`src/verilog/pss_map.svh`:
```
`ifndef PSS_MAP_SVH
`define PSS_MAP_SVH
// Summary of operation
// - Run input alone commands preset speed 0
// - Only selection 1 on uses preset speed 1
// - Only selection 2 on uses preset 2
// - Selections 1 and 2 on use preset 3
// - Only selection 3 on uses preset 4
// - Selections 1,3 give 5; 2,3 give 6
// - All three selections on use preset 7
// - Preset speeds range 0 to 32767, default 0
// - Selection filter 0.8 ms per step; 0 bypasses
// - Tapping caps speed; zero falls back to normal
// - Tapping proportional gain, zero uses normal gain
// - Tapping integral gain, zero uses normal gain
// - Tapping applies minimum excitation rate 0-100 percent
// - Tapping command gain, zero uses normal gain
// - Tapping command offset, zero uses normal offset
// - Command gain and offset apply on write
// - Analog filter 0.8 ms steps, zero 25.6 ms

// Register index; byte offset is index times four
`define PSS_IDX_PRESET0 5'h00
`define PSS_IDX_SEL_FILT 5'h08
`define PSS_IDX_TAP_MAX 5'h09
`define PSS_IDX_TAP_PROP 5'h0A
`define PSS_IDX_TAP_INTEG 5'h0B
`define PSS_IDX_TAP_MIN_EXC 5'h0C
`define PSS_IDX_TAP_CMD_GAIN 5'h0D
`define PSS_IDX_TAP_CMD_OFF 5'h0E
`define PSS_IDX_NORM_TAP_MAX 5'h0F
`define PSS_IDX_NORM_PROP 5'h10
`define PSS_IDX_NORM_INTEG 5'h11
`define PSS_IDX_NORM_ANA_GAIN 5'h12
`define PSS_IDX_NORM_ANA_OFF 5'h13
`define PSS_IDX_ANA_FILT 5'h14
`define PSS_IDX_CTRL 5'h15
`define PSS_IDX_STATUS 5'h16
`define PSS_NUM_PARAM 21

// Control register fields
`define PSS_CTRL_CNT_LSB 0
`define PSS_CTRL_APPLY_BIT 8

// Reset value and setting limits
`define PSS_PARAM_RST 16'h0000
`define PSS_SPEED_MAX 16'h7FFF
`define PSS_GAIN_MAX 16'h03E8
`define PSS_EXC_MAX 16'h0064
`define PSS_CMD_GAIN_MAX 16'h09C4
`define PSS_OFF_MAX 16'h03E7
`define PSS_OFF_MIN 16'hFC19

// Timing
`define PSS_CLK_PERIOD_NS 25
`define PSS_FILT_UNIT_NS 800000
`define PSS_FILT_UNIT_CYC (`PSS_FILT_UNIT_NS / `PSS_CLK_PERIOD_NS)
`define PSS_ANA_ZERO_NS 25600000
`define PSS_ANA_ZERO_SET 16'(`PSS_ANA_ZERO_NS / `PSS_FILT_UNIT_NS)
`endif

```
`src/verilog/pss_pkg.sv`:
```
package pss_pkg;
  typedef struct packed {
    logic fwd;
    logic rev;
    logic tap;
    logic [2:0] sel;
  } pss_pins_t;

  typedef struct packed {
    logic [15:0] speed_lim;
    logic [15:0] prop;
    logic [15:0] integ;
    logic [15:0] min_exc;
    logic [15:0] cmd_gain;
    logic [15:0] cmd_off;
  } pss_loop_t;

  typedef enum logic {
    PSS_FLT_IDLE,
    PSS_FLT_WAIT
  } pss_flt_st_t;
endpackage : pss_pkg

```
`src/verilog/pss_top.sv`:
```
// Local design decisions: the Avalon-MM slave port and the register offsets.
`include "pss_map.svh"
module pss_top import pss_pkg::*; #(
  parameter int P_UNIT_CYC = `PSS_FILT_UNIT_CYC
) (
  input wire logic i_clk, // 40 MHz clock
  input wire logic i_rst, // Sync reset, active high
  input wire logic [7:0] i_avs_address, // Byte address
  input wire logic i_avs_read, // Read request
  input wire logic i_avs_write, // Write request
  input wire logic [31:0] i_avs_writedata, // Write data
  input wire logic [3:0] i_avs_byteenable, // Byte lanes
  output logic [31:0] o_avs_readdata, // Read data
  output logic o_avs_waitrequest, // Stall
  input wire pss_pins_t i_pins, // Run, tap, selection pins
  output logic [15:0] o_speed_cmd, // Motor speed command
  output pss_loop_t o_loop, // Effective loop settings
  output logic o_tapping, // Tapping in force
  output logic [15:0] o_ana_filt_set, // Analog filter steps
  output logic o_ana_filt_bypass // Analog filter off
);
  pss_pins_t meta_q;
  pss_pins_t pins_q;
  logic [15:0] div_q;
  logic tick_q;
  logic wait_q;
  logic [15:0] pend_q [0:`PSS_NUM_PARAM-1];
  logic [15:0] act_q [0:`PSS_NUM_PARAM-1];
  logic [1:0] sel_cnt_q;
  logic [2:0] fsel;
  logic filt_busy;
  logic req;
  logic acc;
  logic wr_acc;
  logic apply;
  logic [4:0] widx;
  logic mapped;
  logic is_param;
  logic [15:0] old_v;
  logic [15:0] merged;
  logic [15:0] lim_v;
  logic [31:0] rd_d;
  logic [2:0] idx_d;
  logic run_s;
  logic [15:0] preset;
  logic [15:0] tap_lim;
  logic [15:0] speed_d;
  pss_loop_t loop_d;

  function automatic logic [15:0] pss_limit(input logic [4:0] idx, input logic [15:0] v);
    logic [15:0] r;
    r = v;
    if (idx == `PSS_IDX_TAP_CMD_OFF || idx == `PSS_IDX_NORM_ANA_OFF) begin
      if ($signed(v) > $signed(`PSS_OFF_MAX)) begin
        r = `PSS_OFF_MAX;
      end else if ($signed(v) < $signed(`PSS_OFF_MIN)) begin
        r = `PSS_OFF_MIN;
      end
    end else if (idx == `PSS_IDX_TAP_PROP || idx == `PSS_IDX_TAP_INTEG) begin
      if (v > `PSS_GAIN_MAX) r = `PSS_GAIN_MAX;
    end else if (idx == `PSS_IDX_TAP_MIN_EXC) begin
      if (v > `PSS_EXC_MAX) r = `PSS_EXC_MAX;
    end else if (idx == `PSS_IDX_TAP_CMD_GAIN || idx == `PSS_IDX_NORM_ANA_GAIN) begin
      if (v > `PSS_CMD_GAIN_MAX) r = `PSS_CMD_GAIN_MAX;
    end else if (idx != `PSS_IDX_NORM_PROP && idx != `PSS_IDX_NORM_INTEG) begin
      if (v > `PSS_SPEED_MAX) r = `PSS_SPEED_MAX;
    end
    return r;
  endfunction : pss_limit

  function automatic logic pss_is_imm(input logic [4:0] idx);
    return idx == `PSS_IDX_TAP_CMD_GAIN || idx == `PSS_IDX_TAP_CMD_OFF ||
           idx == `PSS_IDX_NORM_ANA_GAIN || idx == `PSS_IDX_NORM_ANA_OFF;
  endfunction : pss_is_imm

  // Pins are asynchronous to the clock
  always_ff @(posedge i_clk) begin
    if (i_rst) begin
      meta_q <= '0;
      pins_q <= '0;
    end else begin
      meta_q <= i_pins;
      pins_q <= meta_q;
    end
  end

  // 0.8 ms step enable for the selection filter
  always_ff @(posedge i_clk) begin
    if (i_rst) begin
      div_q <= 16'h0000;
      tick_q <= 1'b0;
    end else if (div_q == 16'(P_UNIT_CYC - 1)) begin
      div_q <= 16'h0000;
      tick_q <= 1'b1;
    end else begin
      div_q <= div_q + 16'h0001;
      tick_q <= 1'b0;
    end
  end

  // Bus slave: one wait cycle on every access
  assign req = i_avs_read | i_avs_write;
  assign acc = req & ~wait_q;
  assign widx = i_avs_address[6:2];
  assign mapped = ~i_avs_address[7] && i_avs_address[1:0] == 2'h0 && widx <= `PSS_IDX_STATUS;
  assign is_param = mapped && widx < 5'(`PSS_NUM_PARAM);
  assign wr_acc = acc & i_avs_write & is_param;
  assign apply = acc & i_avs_write & mapped & widx == `PSS_IDX_CTRL &
                 i_avs_byteenable[1] & i_avs_writedata[`PSS_CTRL_APPLY_BIT];
  assign old_v = is_param ? pend_q[widx] : 16'h0000;
  assign merged = {i_avs_byteenable[1] ? i_avs_writedata[15:8] : old_v[15:8],
                   i_avs_byteenable[0] ? i_avs_writedata[7:0] : old_v[7:0]};
  assign lim_v = pss_limit(widx, merged);

  always_ff @(posedge i_clk) begin
    if (i_rst) begin
      wait_q <= 1'b1;
    end else begin
      wait_q <= ~(req & wait_q);
    end
  end

  // Stall straight from its flop, low one cycle per access
  assign o_avs_waitrequest = wait_q;

  always_comb begin
    rd_d = 32'h0000_0000;
    if (is_param) begin
      rd_d = {16'h0000, pend_q[widx]};
    end else if (mapped && widx == `PSS_IDX_CTRL) begin
      rd_d = {30'h0000_0000, sel_cnt_q};
    end else if (mapped && widx == `PSS_IDX_STATUS) begin
      rd_d = {25'h000_0000, idx_d, filt_busy, pins_q.tap, run_s, 1'b0};
    end
  end

  always_ff @(posedge i_clk) begin
    if (i_rst) begin
      o_avs_readdata <= 32'h0000_0000;
    end else if (i_avs_read && wait_q) begin
      o_avs_readdata <= rd_d;
    end
  end

  always_ff @(posedge i_clk) begin
    if (i_rst) begin
      sel_cnt_q <= 2'h0;
    end else if (acc && i_avs_write && mapped && widx == `PSS_IDX_CTRL && i_avs_byteenable[0]) begin
      sel_cnt_q <= i_avs_writedata[`PSS_CTRL_CNT_LSB +: 2];
    end
  end

  // Software view of every parameter
  always_ff @(posedge i_clk) begin
    if (i_rst) begin
      for (int i = 0; i < `PSS_NUM_PARAM; i++) begin
        pend_q[i] <= `PSS_PARAM_RST;
      end
    end else if (wr_acc) begin
      pend_q[widx] <= lim_v;
    end
  end

  // Values in force; held ones wait for the power-cycle apply
  always_ff @(posedge i_clk) begin
    if (i_rst) begin
      for (int i = 0; i < `PSS_NUM_PARAM; i++) begin
        act_q[i] <= `PSS_PARAM_RST;
      end
    end else if (apply) begin
      for (int i = 0; i < `PSS_NUM_PARAM; i++) begin
        act_q[i] <= pend_q[i];
      end
    end else if (wr_acc && pss_is_imm(widx)) begin
      act_q[widx] <= lim_v;
    end
  end

  pss_filter u_filter (
    .i_clk(i_clk),
    .i_rst(i_rst),
    .i_tick(tick_q),
    .i_setting(act_q[`PSS_IDX_SEL_FILT]),
    .i_raw(pins_q.sel),
    .o_sel(fsel),
    .o_busy(filt_busy)
  );

  // Unassigned selection inputs are ignored
  always_comb begin
    case (sel_cnt_q)
      2'h0: idx_d = 3'h0;
      2'h1: idx_d = {2'h0, fsel[0]};
      2'h2: idx_d = {1'b0, fsel[1:0]};
      default: idx_d = fsel;
    endcase
  end

  assign run_s = pins_q.fwd | pins_q.rev;
  assign preset = act_q[idx_d];
  assign tap_lim = act_q[`PSS_IDX_TAP_MAX] != 16'h0000 ? act_q[`PSS_IDX_TAP_MAX] :
                   act_q[`PSS_IDX_NORM_TAP_MAX];

  always_comb begin
    speed_d = 16'h0000;
    if (run_s) begin
      speed_d = preset;
      if (pins_q.tap && preset > tap_lim) begin
        speed_d = tap_lim;
      end
    end
  end

  // Tapping values fall back to normal ones when zero
  always_comb begin
    loop_d.speed_lim = pins_q.tap ? tap_lim : act_q[`PSS_IDX_NORM_TAP_MAX];
    loop_d.prop = act_q[`PSS_IDX_NORM_PROP];
    loop_d.integ = act_q[`PSS_IDX_NORM_INTEG];
    loop_d.min_exc = 16'h0000;
    loop_d.cmd_gain = act_q[`PSS_IDX_NORM_ANA_GAIN];
    loop_d.cmd_off = act_q[`PSS_IDX_NORM_ANA_OFF];
    if (pins_q.tap) begin
      if (act_q[`PSS_IDX_TAP_PROP] != 16'h0000) loop_d.prop = act_q[`PSS_IDX_TAP_PROP];
      if (act_q[`PSS_IDX_TAP_INTEG] != 16'h0000) loop_d.integ = act_q[`PSS_IDX_TAP_INTEG];
      loop_d.min_exc = act_q[`PSS_IDX_TAP_MIN_EXC];
      if (act_q[`PSS_IDX_TAP_CMD_GAIN] != 16'h0000) loop_d.cmd_gain = act_q[`PSS_IDX_TAP_CMD_GAIN];
      if (act_q[`PSS_IDX_TAP_CMD_OFF] != 16'h0000) loop_d.cmd_off = act_q[`PSS_IDX_TAP_CMD_OFF];
    end
  end

  always_ff @(posedge i_clk) begin
    if (i_rst) begin
      o_speed_cmd <= 16'h0000;
      o_loop <= '0;
      o_tapping <= 1'b0;
    end else begin
      o_speed_cmd <= speed_d;
      o_loop <= loop_d;
      o_tapping <= pins_q.tap;
    end
  end

  // Zero setting means the long default; tapping bypasses it
  always_ff @(posedge i_clk) begin
    if (i_rst) begin
      o_ana_filt_set <= `PSS_ANA_ZERO_SET;
      o_ana_filt_bypass <= 1'b0;
    end else begin
      o_ana_filt_set <= act_q[`PSS_IDX_ANA_FILT] == 16'h0000 ? `PSS_ANA_ZERO_SET :
                        act_q[`PSS_IDX_ANA_FILT];
      o_ana_filt_bypass <= pins_q.tap;
    end
  end

  a_run_preset_zero: assert property (@(posedge i_clk) disable iff (i_rst)
    (run_s && !pins_q.tap && sel_cnt_q == 2'h0) |=> o_speed_cmd == $past(act_q[0]))
    else $error("run alone did not give preset 0");
  a_stop_zero: assert property (@(posedge i_clk) disable iff (i_rst)
    !run_s |=> o_speed_cmd == 16'h0000)
    else $error("speed without run input");
  a_preset_one: assert property (@(posedge i_clk) disable iff (i_rst)
    (run_s && !pins_q.tap && sel_cnt_q != 2'h0 && fsel == 3'h1) |=> o_speed_cmd == $past(act_q[1]))
    else $error("selection 1 did not give preset 1");
  a_preset_two: assert property (@(posedge i_clk) disable iff (i_rst)
    (run_s && !pins_q.tap && sel_cnt_q >= 2'h2 && fsel == 3'h2) |=> o_speed_cmd == $past(act_q[2]))
    else $error("selection 2 did not give preset 2");
  a_preset_three: assert property (@(posedge i_clk) disable iff (i_rst)
    (run_s && !pins_q.tap && sel_cnt_q >= 2'h2 && fsel == 3'h3) |=> o_speed_cmd == $past(act_q[3]))
    else $error("selections 1,2 did not give preset 3");
  a_preset_four: assert property (@(posedge i_clk) disable iff (i_rst)
    (run_s && !pins_q.tap && sel_cnt_q == 2'h3 && fsel == 3'h4) |=> o_speed_cmd == $past(act_q[4]))
    else $error("selection 3 did not give preset 4");
  a_preset_five_six: assert property (@(posedge i_clk) disable iff (i_rst)
    (run_s && !pins_q.tap && sel_cnt_q == 2'h3 && fsel[2] && (fsel[0] ^ fsel[1]))
    |=> o_speed_cmd == $past(act_q[{1'b1, fsel[1:0]}]))
    else $error("selections 1,3 or 2,3 gave wrong preset");
  a_preset_seven: assert property (@(posedge i_clk) disable iff (i_rst)
    (run_s && !pins_q.tap && sel_cnt_q == 2'h3 && fsel == 3'h7) |=> o_speed_cmd == $past(act_q[7]))
    else $error("all selections did not give preset 7");
  a_speed_range: assert property (@(posedge i_clk) disable iff (i_rst)
    !o_speed_cmd[15])
    else $error("speed command above range");
  a_tap_speed_cap: assert property (@(posedge i_clk) disable iff (i_rst)
    (run_s && pins_q.tap) |=> o_speed_cmd <= $past(tap_lim))
    else $error("tapping speed above limit");
  a_tap_prop_pick: assert property (@(posedge i_clk) disable iff (i_rst)
    (pins_q.tap && act_q[`PSS_IDX_TAP_PROP] == 16'h0000) |=> o_loop.prop == $past(act_q[`PSS_IDX_NORM_PROP]))
    else $error("zero tapping gain did not fall back");
  a_tap_integ_pick: assert property (@(posedge i_clk) disable iff (i_rst)
    (pins_q.tap && act_q[`PSS_IDX_TAP_INTEG] != 16'h0000) |=> o_loop.integ == $past(act_q[`PSS_IDX_TAP_INTEG]))
    else $error("tapping integral gain not used");
  a_tap_min_exc: assert property (@(posedge i_clk) disable iff (i_rst)
    pins_q.tap |=> o_loop.min_exc == $past(act_q[`PSS_IDX_TAP_MIN_EXC]) && o_loop.min_exc <= `PSS_EXC_MAX)
    else $error("minimum excitation wrong in tapping");
  a_tap_cmd_gain: assert property (@(posedge i_clk) disable iff (i_rst)
    (pins_q.tap && act_q[`PSS_IDX_TAP_CMD_GAIN] == 16'h0000)
    |=> o_loop.cmd_gain == $past(act_q[`PSS_IDX_NORM_ANA_GAIN]))
    else $error("zero tapping command gain did not fall back");
  a_tap_cmd_off: assert property (@(posedge i_clk) disable iff (i_rst)
    (pins_q.tap && act_q[`PSS_IDX_TAP_CMD_OFF] != 16'h0000)
    |=> o_loop.cmd_off == $past(act_q[`PSS_IDX_TAP_CMD_OFF]))
    else $error("tapping command offset not used");
  a_imm_write: assert property (@(posedge i_clk) disable iff (i_rst)
    (wr_acc && widx == `PSS_IDX_TAP_CMD_GAIN) |=> act_q[`PSS_IDX_TAP_CMD_GAIN] == $past(lim_v))
    else $error("immediate parameter not applied on write");
  a_ana_bypass: assert property (@(posedge i_clk) disable iff (i_rst)
    pins_q.tap |=> o_ana_filt_bypass ##0 o_tapping)
    else $error("analog filter not bypassed in tapping");
  a_held_write: assert property (@(posedge i_clk) disable iff (i_rst)
    (wr_acc && widx == `PSS_IDX_PRESET0 && !apply) |=> $stable(act_q[0]))
    else $error("held parameter changed before apply");
  a_wait_once: assert property (@(posedge i_clk) disable iff (i_rst)
    (req && o_avs_waitrequest) |=> !o_avs_waitrequest)
    else $error("access not answered after one wait");
  a_wait_rises: assert property (@(posedge i_clk) disable iff (i_rst)
    !o_avs_waitrequest |=> o_avs_waitrequest)
    else $error("stall stayed low past one cycle");
  a_preset_clamp: assert property (@(posedge i_clk) disable iff (i_rst)
    (wr_acc && widx == 5'h07) |=> pend_q[7] <= `PSS_SPEED_MAX)
    else $error("preset speed stored above range");
  a_tap_prop_use: assert property (@(posedge i_clk) disable iff (i_rst)
    (pins_q.tap && act_q[`PSS_IDX_TAP_PROP] != 16'h0000) |=> o_loop.prop == $past(act_q[`PSS_IDX_TAP_PROP]))
    else $error("tapping proportional gain not used");
  a_tap_integ_fall: assert property (@(posedge i_clk) disable iff (i_rst)
    (pins_q.tap && act_q[`PSS_IDX_TAP_INTEG] == 16'h0000) |=> o_loop.integ == $past(act_q[`PSS_IDX_NORM_INTEG]))
    else $error("zero tapping integral gain did not fall back");
  a_tap_lim_fall: assert property (@(posedge i_clk) disable iff (i_rst)
    (run_s && pins_q.tap && act_q[`PSS_IDX_TAP_MAX] == 16'h0000 && preset > act_q[`PSS_IDX_NORM_TAP_MAX])
    |=> o_speed_cmd == $past(act_q[`PSS_IDX_NORM_TAP_MAX]))
    else $error("zero tapping limit did not fall back");
  a_cmd_gain_use: assert property (@(posedge i_clk) disable iff (i_rst)
    (pins_q.tap && act_q[`PSS_IDX_TAP_CMD_GAIN] != 16'h0000)
    |=> o_loop.cmd_gain == $past(act_q[`PSS_IDX_TAP_CMD_GAIN]))
    else $error("tapping command gain not used");
  a_cmd_off_fall: assert property (@(posedge i_clk) disable iff (i_rst)
    (pins_q.tap && act_q[`PSS_IDX_TAP_CMD_OFF] == 16'h0000)
    |=> o_loop.cmd_off == $past(act_q[`PSS_IDX_NORM_ANA_OFF]))
    else $error("zero tapping offset did not fall back");
  a_exc_outside: assert property (@(posedge i_clk) disable iff (i_rst)
    !pins_q.tap |=> o_loop.min_exc == 16'h0000)
    else $error("minimum excitation outside tapping");
  a_ana_zero_long: assert property (@(posedge i_clk) disable iff (i_rst)
    act_q[`PSS_IDX_ANA_FILT] == 16'h0000 |=> o_ana_filt_set == `PSS_ANA_ZERO_SET)
    else $error("zero analog filter setting not long default");
  a_apply_copy: assert property (@(posedge i_clk) disable iff (i_rst)
    apply |=> act_q[`PSS_IDX_SEL_FILT] == $past(pend_q[`PSS_IDX_SEL_FILT]))
    else $error("held parameter not applied at power cycle");
endmodule : pss_top

```
`src/verilog/pss_filter.sv`:
```
`include "pss_map.svh"
module pss_filter import pss_pkg::*; (
  input wire logic i_clk, // System clock
  input wire logic i_rst, // Sync reset
  input wire logic i_tick, // One 0.8 ms step
  input wire logic [15:0] i_setting, // Steps of stability
  input wire logic [2:0] i_raw, // Synchronised selection
  output logic [2:0] o_sel, // Accepted selection
  output logic o_busy // Change pending
);
  pss_flt_st_t st_q;
  logic [2:0] cand_q;
  logic [15:0] cnt_q;

  always_ff @(posedge i_clk) begin
    if (i_rst) begin
      st_q <= PSS_FLT_IDLE;
      cand_q <= 3'h0;
      cnt_q <= 16'h0000;
      o_sel <= 3'h0;
    end else begin
      case (st_q)
        PSS_FLT_IDLE: begin
          if (i_raw != o_sel) begin
            if (i_setting == 16'h0000) begin
              o_sel <= i_raw;
            end else begin
              cand_q <= i_raw;
              cnt_q <= 16'h0000;
              st_q <= PSS_FLT_WAIT;
            end
          end
        end
        PSS_FLT_WAIT: begin
          // Any bounce restarts the wait
          if (i_raw != cand_q) begin
            st_q <= PSS_FLT_IDLE;
          end else if (i_tick) begin
            if (cnt_q + 16'h0001 >= i_setting) begin
              o_sel <= cand_q;
              st_q <= PSS_FLT_IDLE;
            end else begin
              cnt_q <= cnt_q + 16'h0001;
            end
          end
        end
        default: st_q <= PSS_FLT_IDLE;
      endcase
    end
  end

  assign o_busy = (st_q == PSS_FLT_WAIT);

  a_filter_bypass: assert property (@(posedge i_clk) disable iff (i_rst)
    (st_q == PSS_FLT_IDLE && i_setting == 16'h0000 && i_raw != o_sel) |=> o_sel == $past(i_raw))
    else $error("unfiltered selection not taken");
  a_filter_hold: assert property (@(posedge i_clk) disable iff (i_rst)
    (st_q == PSS_FLT_WAIT && !i_tick) |=> $stable(o_sel))
    else $error("selection changed between steps");
endmodule : pss_filter

```
`config.mk`:
```
export PLATFORM = sky130hd
export DESIGN_NAME = pss_top
export DESIGN_NICKNAME = d
export VERILOG_FILES = /design/src/verilog/pss_pkg.sv /design/src/verilog/pss_top.sv /design/src/verilog/pss_filter.sv
export VERILOG_INCLUDE_DIRS = /design/src /design/src/verilog
export SDC_FILE = /design/constraint.sdc
export NUM_CORES = 1
export LEC_CHECK = 0
export ABC_AREA = 0
export ABC_CLOCK_PERIOD_IN_PS = 5100
export BUFFER_PORTS_ARGS = -buffer_cell sky130_fd_sc_hd__buf_2
export CORE_ASPECT_RATIO = 0.7
export CORE_MARGIN = 5
export CORE_UTILIZATION = 30
export DETAILED_ROUTE_END_ITERATION = 10
export PLACE_DENSITY = 0.54
export SYNTH_ARGS = -nofsm -noshare
export SYNTH_HDL_FRONTEND = slang
export SYNTH_SLANG_ARGS = --single-unit
```
`constraint.sdc`:
```
create_clock -name i_clk -period 5.1 [get_ports i_clk]
set_input_delay 0.765 -clock i_clk [delete_from_list [all_inputs] [get_ports i_clk]]
set_output_delay 0.765 -clock i_clk [all_outputs]
set_load 0.03 [all_outputs]
```
==> flow_metrics.tcl <==
set metrics [dict create \
    dr.pass1.iters 6 \
    reg2reg_from "pend_q[16][8]" \
    cts_resized 0 \
    fin_ws_ps 153.3 \
    ff2ff_path_depth 15 \
    seq_area_um2 25740 \
    hp-class "input port to flip-flop" \
    dp_cells 5418 \
    arrival_ps 5340 \
    period_minus_slack_ps 4947 \
    grt_pass1_vias 26860 \
    cts_num_sinks 929 \
    maxUsedRoutingLayer "met5" \
    min_path_cells 2 \
    fin_area_um2 48880 \
    synth-async-reset-ratio_pct 0 \
    die_w_um 448.4 \
    cts-root-buf "clkbuf_16" \
    synth_area_per_cell_um2 12.44 \
    cp.required_ps 5490 \
    maxCapViolCount 0 \
    rows 112 \
    finClkSkew_ps 36.20 \
    fp.coreArea_um2 133400 \
    status "completed" \
    gp_congestion 0.9780 \
    portBuffers 182 \
    tns_ps 0 \
    tightest_slew_ps 1176 \
    initial_core_util_pct 30.25 \
    grt_pass1_wl_mm 199.7 \
    rsz0062_at_grt "no" \
    place_ws_ps -368.7 \
    p_sw_mw 4.389 \
    wl_per_cell_um 25.93 \
    drv_slew 0 \
    ant_nets 0 \
    via_count 28100 \
    cts_setup_buffers 0 \
    viasPerCell 5.026 \
    dp_hpwl_mm 109.3 \
    clk_latency_ps 720 \
    sw_frac_of_total_pct 25.51 \
    hold_end "meta_q[3]" \
    die_height_um 316.9 \
    syn_inst 3244 \
    p_clk_share_pct 39.8 \
    cellLeakagePower_nw 19.41 \
    r2r_end "act_q[14][8]" \
    max_freq_mhz 202.2 \
    yosys_warnings 0 \
    grt_max_degree 177 \
    io_pins 217 \
    wl_met3_mm 18.72 \
    cts.path.max_buffers 3 \
    netlist_area_um2 40360 \
    area_growth_pct 21.11 \
    min_from "i_pins[3]" \
    synth-seq-cells 929 \
    antenna_found_initial 21 \
    hold_viol 0 \
    multi_input_area_um2 13640 \
    start_kind "input port" \
    drc 0 \
    grt-ovfl-total 0 \
    seq_area_frac_synth_pct 63.76 \
    critical_path.max_fanout 13 \
    drive_above_1_share_pct 21.60 \
    fin_total_pwr_mw 17.21 \
    endpoint_kind "flip-flop" \
    grt_use_total_pct 19.92 \
    p_seq_share_pct 50.3 \
    placed_cell_area_um2 45860 \
    drtIter0Drc 3147 \
    wl_mm 145.0 \
    dr_wl_met2_mm 57.98 \
    power_density_nw_per_um2 352.0 \
    criticalPathCategory "input port to flip-flop" \
    htree_levels 3 \
    finalNetCount 3832 \
    p_comb_share_pct 9.9 \
    synth_flop_cell "edfxtp_1" \
    ff2ff_setup_slack_ps 310 \
    m1WireLength_mm 63.97 \
    cts_tree "done" \
    finalSetupViolations 0 \
    holdBufCountCts 0 \
    cts_made_buffers 90 \
    synth_cell_types 92 \
    fillCellCount 13060 \
    final_cells 5592 \
    synth_edf_count 713 \
    internal_power_mw 12.82 \
    path_clk_slew_ps 60 \
    slew_headroom_pct 21.05 \
    peakVddDrop_uv 226.9 \
    die_area_um2 142100 \
    finalCritPeriodShare_pct 96.99 \
]
## per-stage QoR
stage	hold slack [ps]	utilization [%]
final	281.0	36.64
after global placement	423.9	34.38
after floorplan	413.8	-
after CTS	230.5	36.63
after detailed placement	433.2	34.38
after global routing	254.5	36.64
## cells by family after synthesis
logic type | count (synthesis) | share of synthesized area (%)
xor+xnor | 34 | 0.7378
fa+ha+maj | 35 | 1.085
other cells | 1 | 0.009292
simple gates | 1222 | 15.10
compound gates | 493 | 8.076
flops | 929 | 63.76
buf+inv | 300 | 3.630
mux | 230 | 7.592
## sequential cells by signal (all words and copies together), names as in the netlist
signal	flops
pend_q	393
act_q	336
o_loop	96
div_q	16
o_ana_filt_set	16
o_avs_readdata	16
o_speed_cmd	16
u_filter.cnt_q	16
meta_q	6
pins_q	6
u_filter.cand_q	3
u_filter.o_sel	3
sel_cnt_q	2
o_ana_filt_bypass	1
o_avs_waitrequest	1
tick_q	1
u_filter.o_busy	1
## synth_stat cells, types with 6 or more instances
cell	n	area share [%]
nor2_1	337	3.1
nor2_4	18	0.50
or2_2	19	0.29
a22oi_1	57	1.1
nand3_1	34	0.42
a31oi_1	13	0.20
xor2_1	23	0.50
buf_6	17	0.47
o21ai_1	14	0.17
o21ai_0	77	0.95
o22ai_1	6	0.093
mux4_2	59	3.3
nand2b_1	8	0.12
mux2_2	18	0.50
buf_4	24	0.45
nand4_1	16	0.25
a21o_1	31	0.58
o21a_1	9	0.17
a21oi_1	161	2.0
xnor2_1	11	0.24
and2_1	290	4.5
buf_2	34	0.42
a211oi_1	38	0.71
nand2_1	320	3.0
buf_8	7	0.26
mux2i_1	152	3.8
and3_1	37	0.57
dfxtp_1	216	11
nor3_1	29	0.36
clkbuf_1	146	1.4
nor4_1	40	0.62
o211ai_1	7	0.13
nor2b_1	46	0.71
inv_1	64	0.60
edfxtp_1	713	53
ha_1	35	1.1
## layout make-up
type                            instances  share of cell area (%)
Sequential cell                       929                   52.65
Timing Repair Buffer                  528                   8.235
Inverter                               67                  0.5145
Antenna cell                            5                 0.02560
Multi-Input combinational cell       2127                   27.90
Clock buffer                          136                   5.506
Clock inverter                         33                  0.6476
Tap cell                             1767                   4.523
## per-layer routing
metal | track usage [%] | up-vias
met2 | 27.12 | 1344
met5 | 0 | -
met1 | 28.47 | 13940
met4 | 5.653 | 8
li1 | - | 12590
met3 | 8.804 | 218
## power by group through the flow
stage | registers (mW) | logic (mW) | clock network, mW
2_1_floorplan | 8.77 | 0.745 | 0
3_3_place_gp | 8.80 | 1.66 | 0
3_5_place_dp | 8.80 | 1.66 | 0
4_1_cts | 8.64 | 1.67 | 6.97
5_1_grt | 8.67 | 1.77 | 7.29
6_report | 8.65 | 1.70 | 6.86
## critical path, stage by stage
cell and delay [ps]:
buf_2 230, buf_12 210, mux4_2 630, a2111oi_0 570, buf_4 230, o41ai_2 140, nor3_1 310, nand3_1 110
o21ai_0 310, ha_1 310, inv_1 80, nor2_1 60, nand4_1 90, o21ai_1 110, nor2_1 210, a21oi_2 110
buf_12 190, o21ai_0 630
## worst max-delay path by stage
stage,start,end,slack [ps],cells after the start
after floorplan,i_avs_address[2],pend_q[11][5],360,21
after global placement,i_avs_address[2],act_q[14][8],-360,19
after detailed placement,i_avs_address[2],act_q[14][8],-370,19
after CTS,i_avs_address[2],act_q[14][8],330,19
after global routing,i_avs_address[2],act_q[14][8],50,18
final,i_avs_address[2],act_q[14][8],150,18
## cells in the final DEF, fill, tap and decap left out, types with 40 or more instances in the layout
master	Yosys	final
clkbuf_16	0	95
a22oi_1	57	57
and2_1	290	290
edfxtp_1	713	713
a21oi_1	161	159
buf_4	24	306
mux2i_1	152	152
nand2_1	320	320
o21ai_0	77	77
mux4_2	59	59
dfxtp_1	216	215
buf_12	0	40
nor2_1	337	336
nor4_1	40	40
buf_2	34	180
nor2b_1	46	46
conb_1	1	113
inv_1	64	63
(Power assumes the default switching activity.)
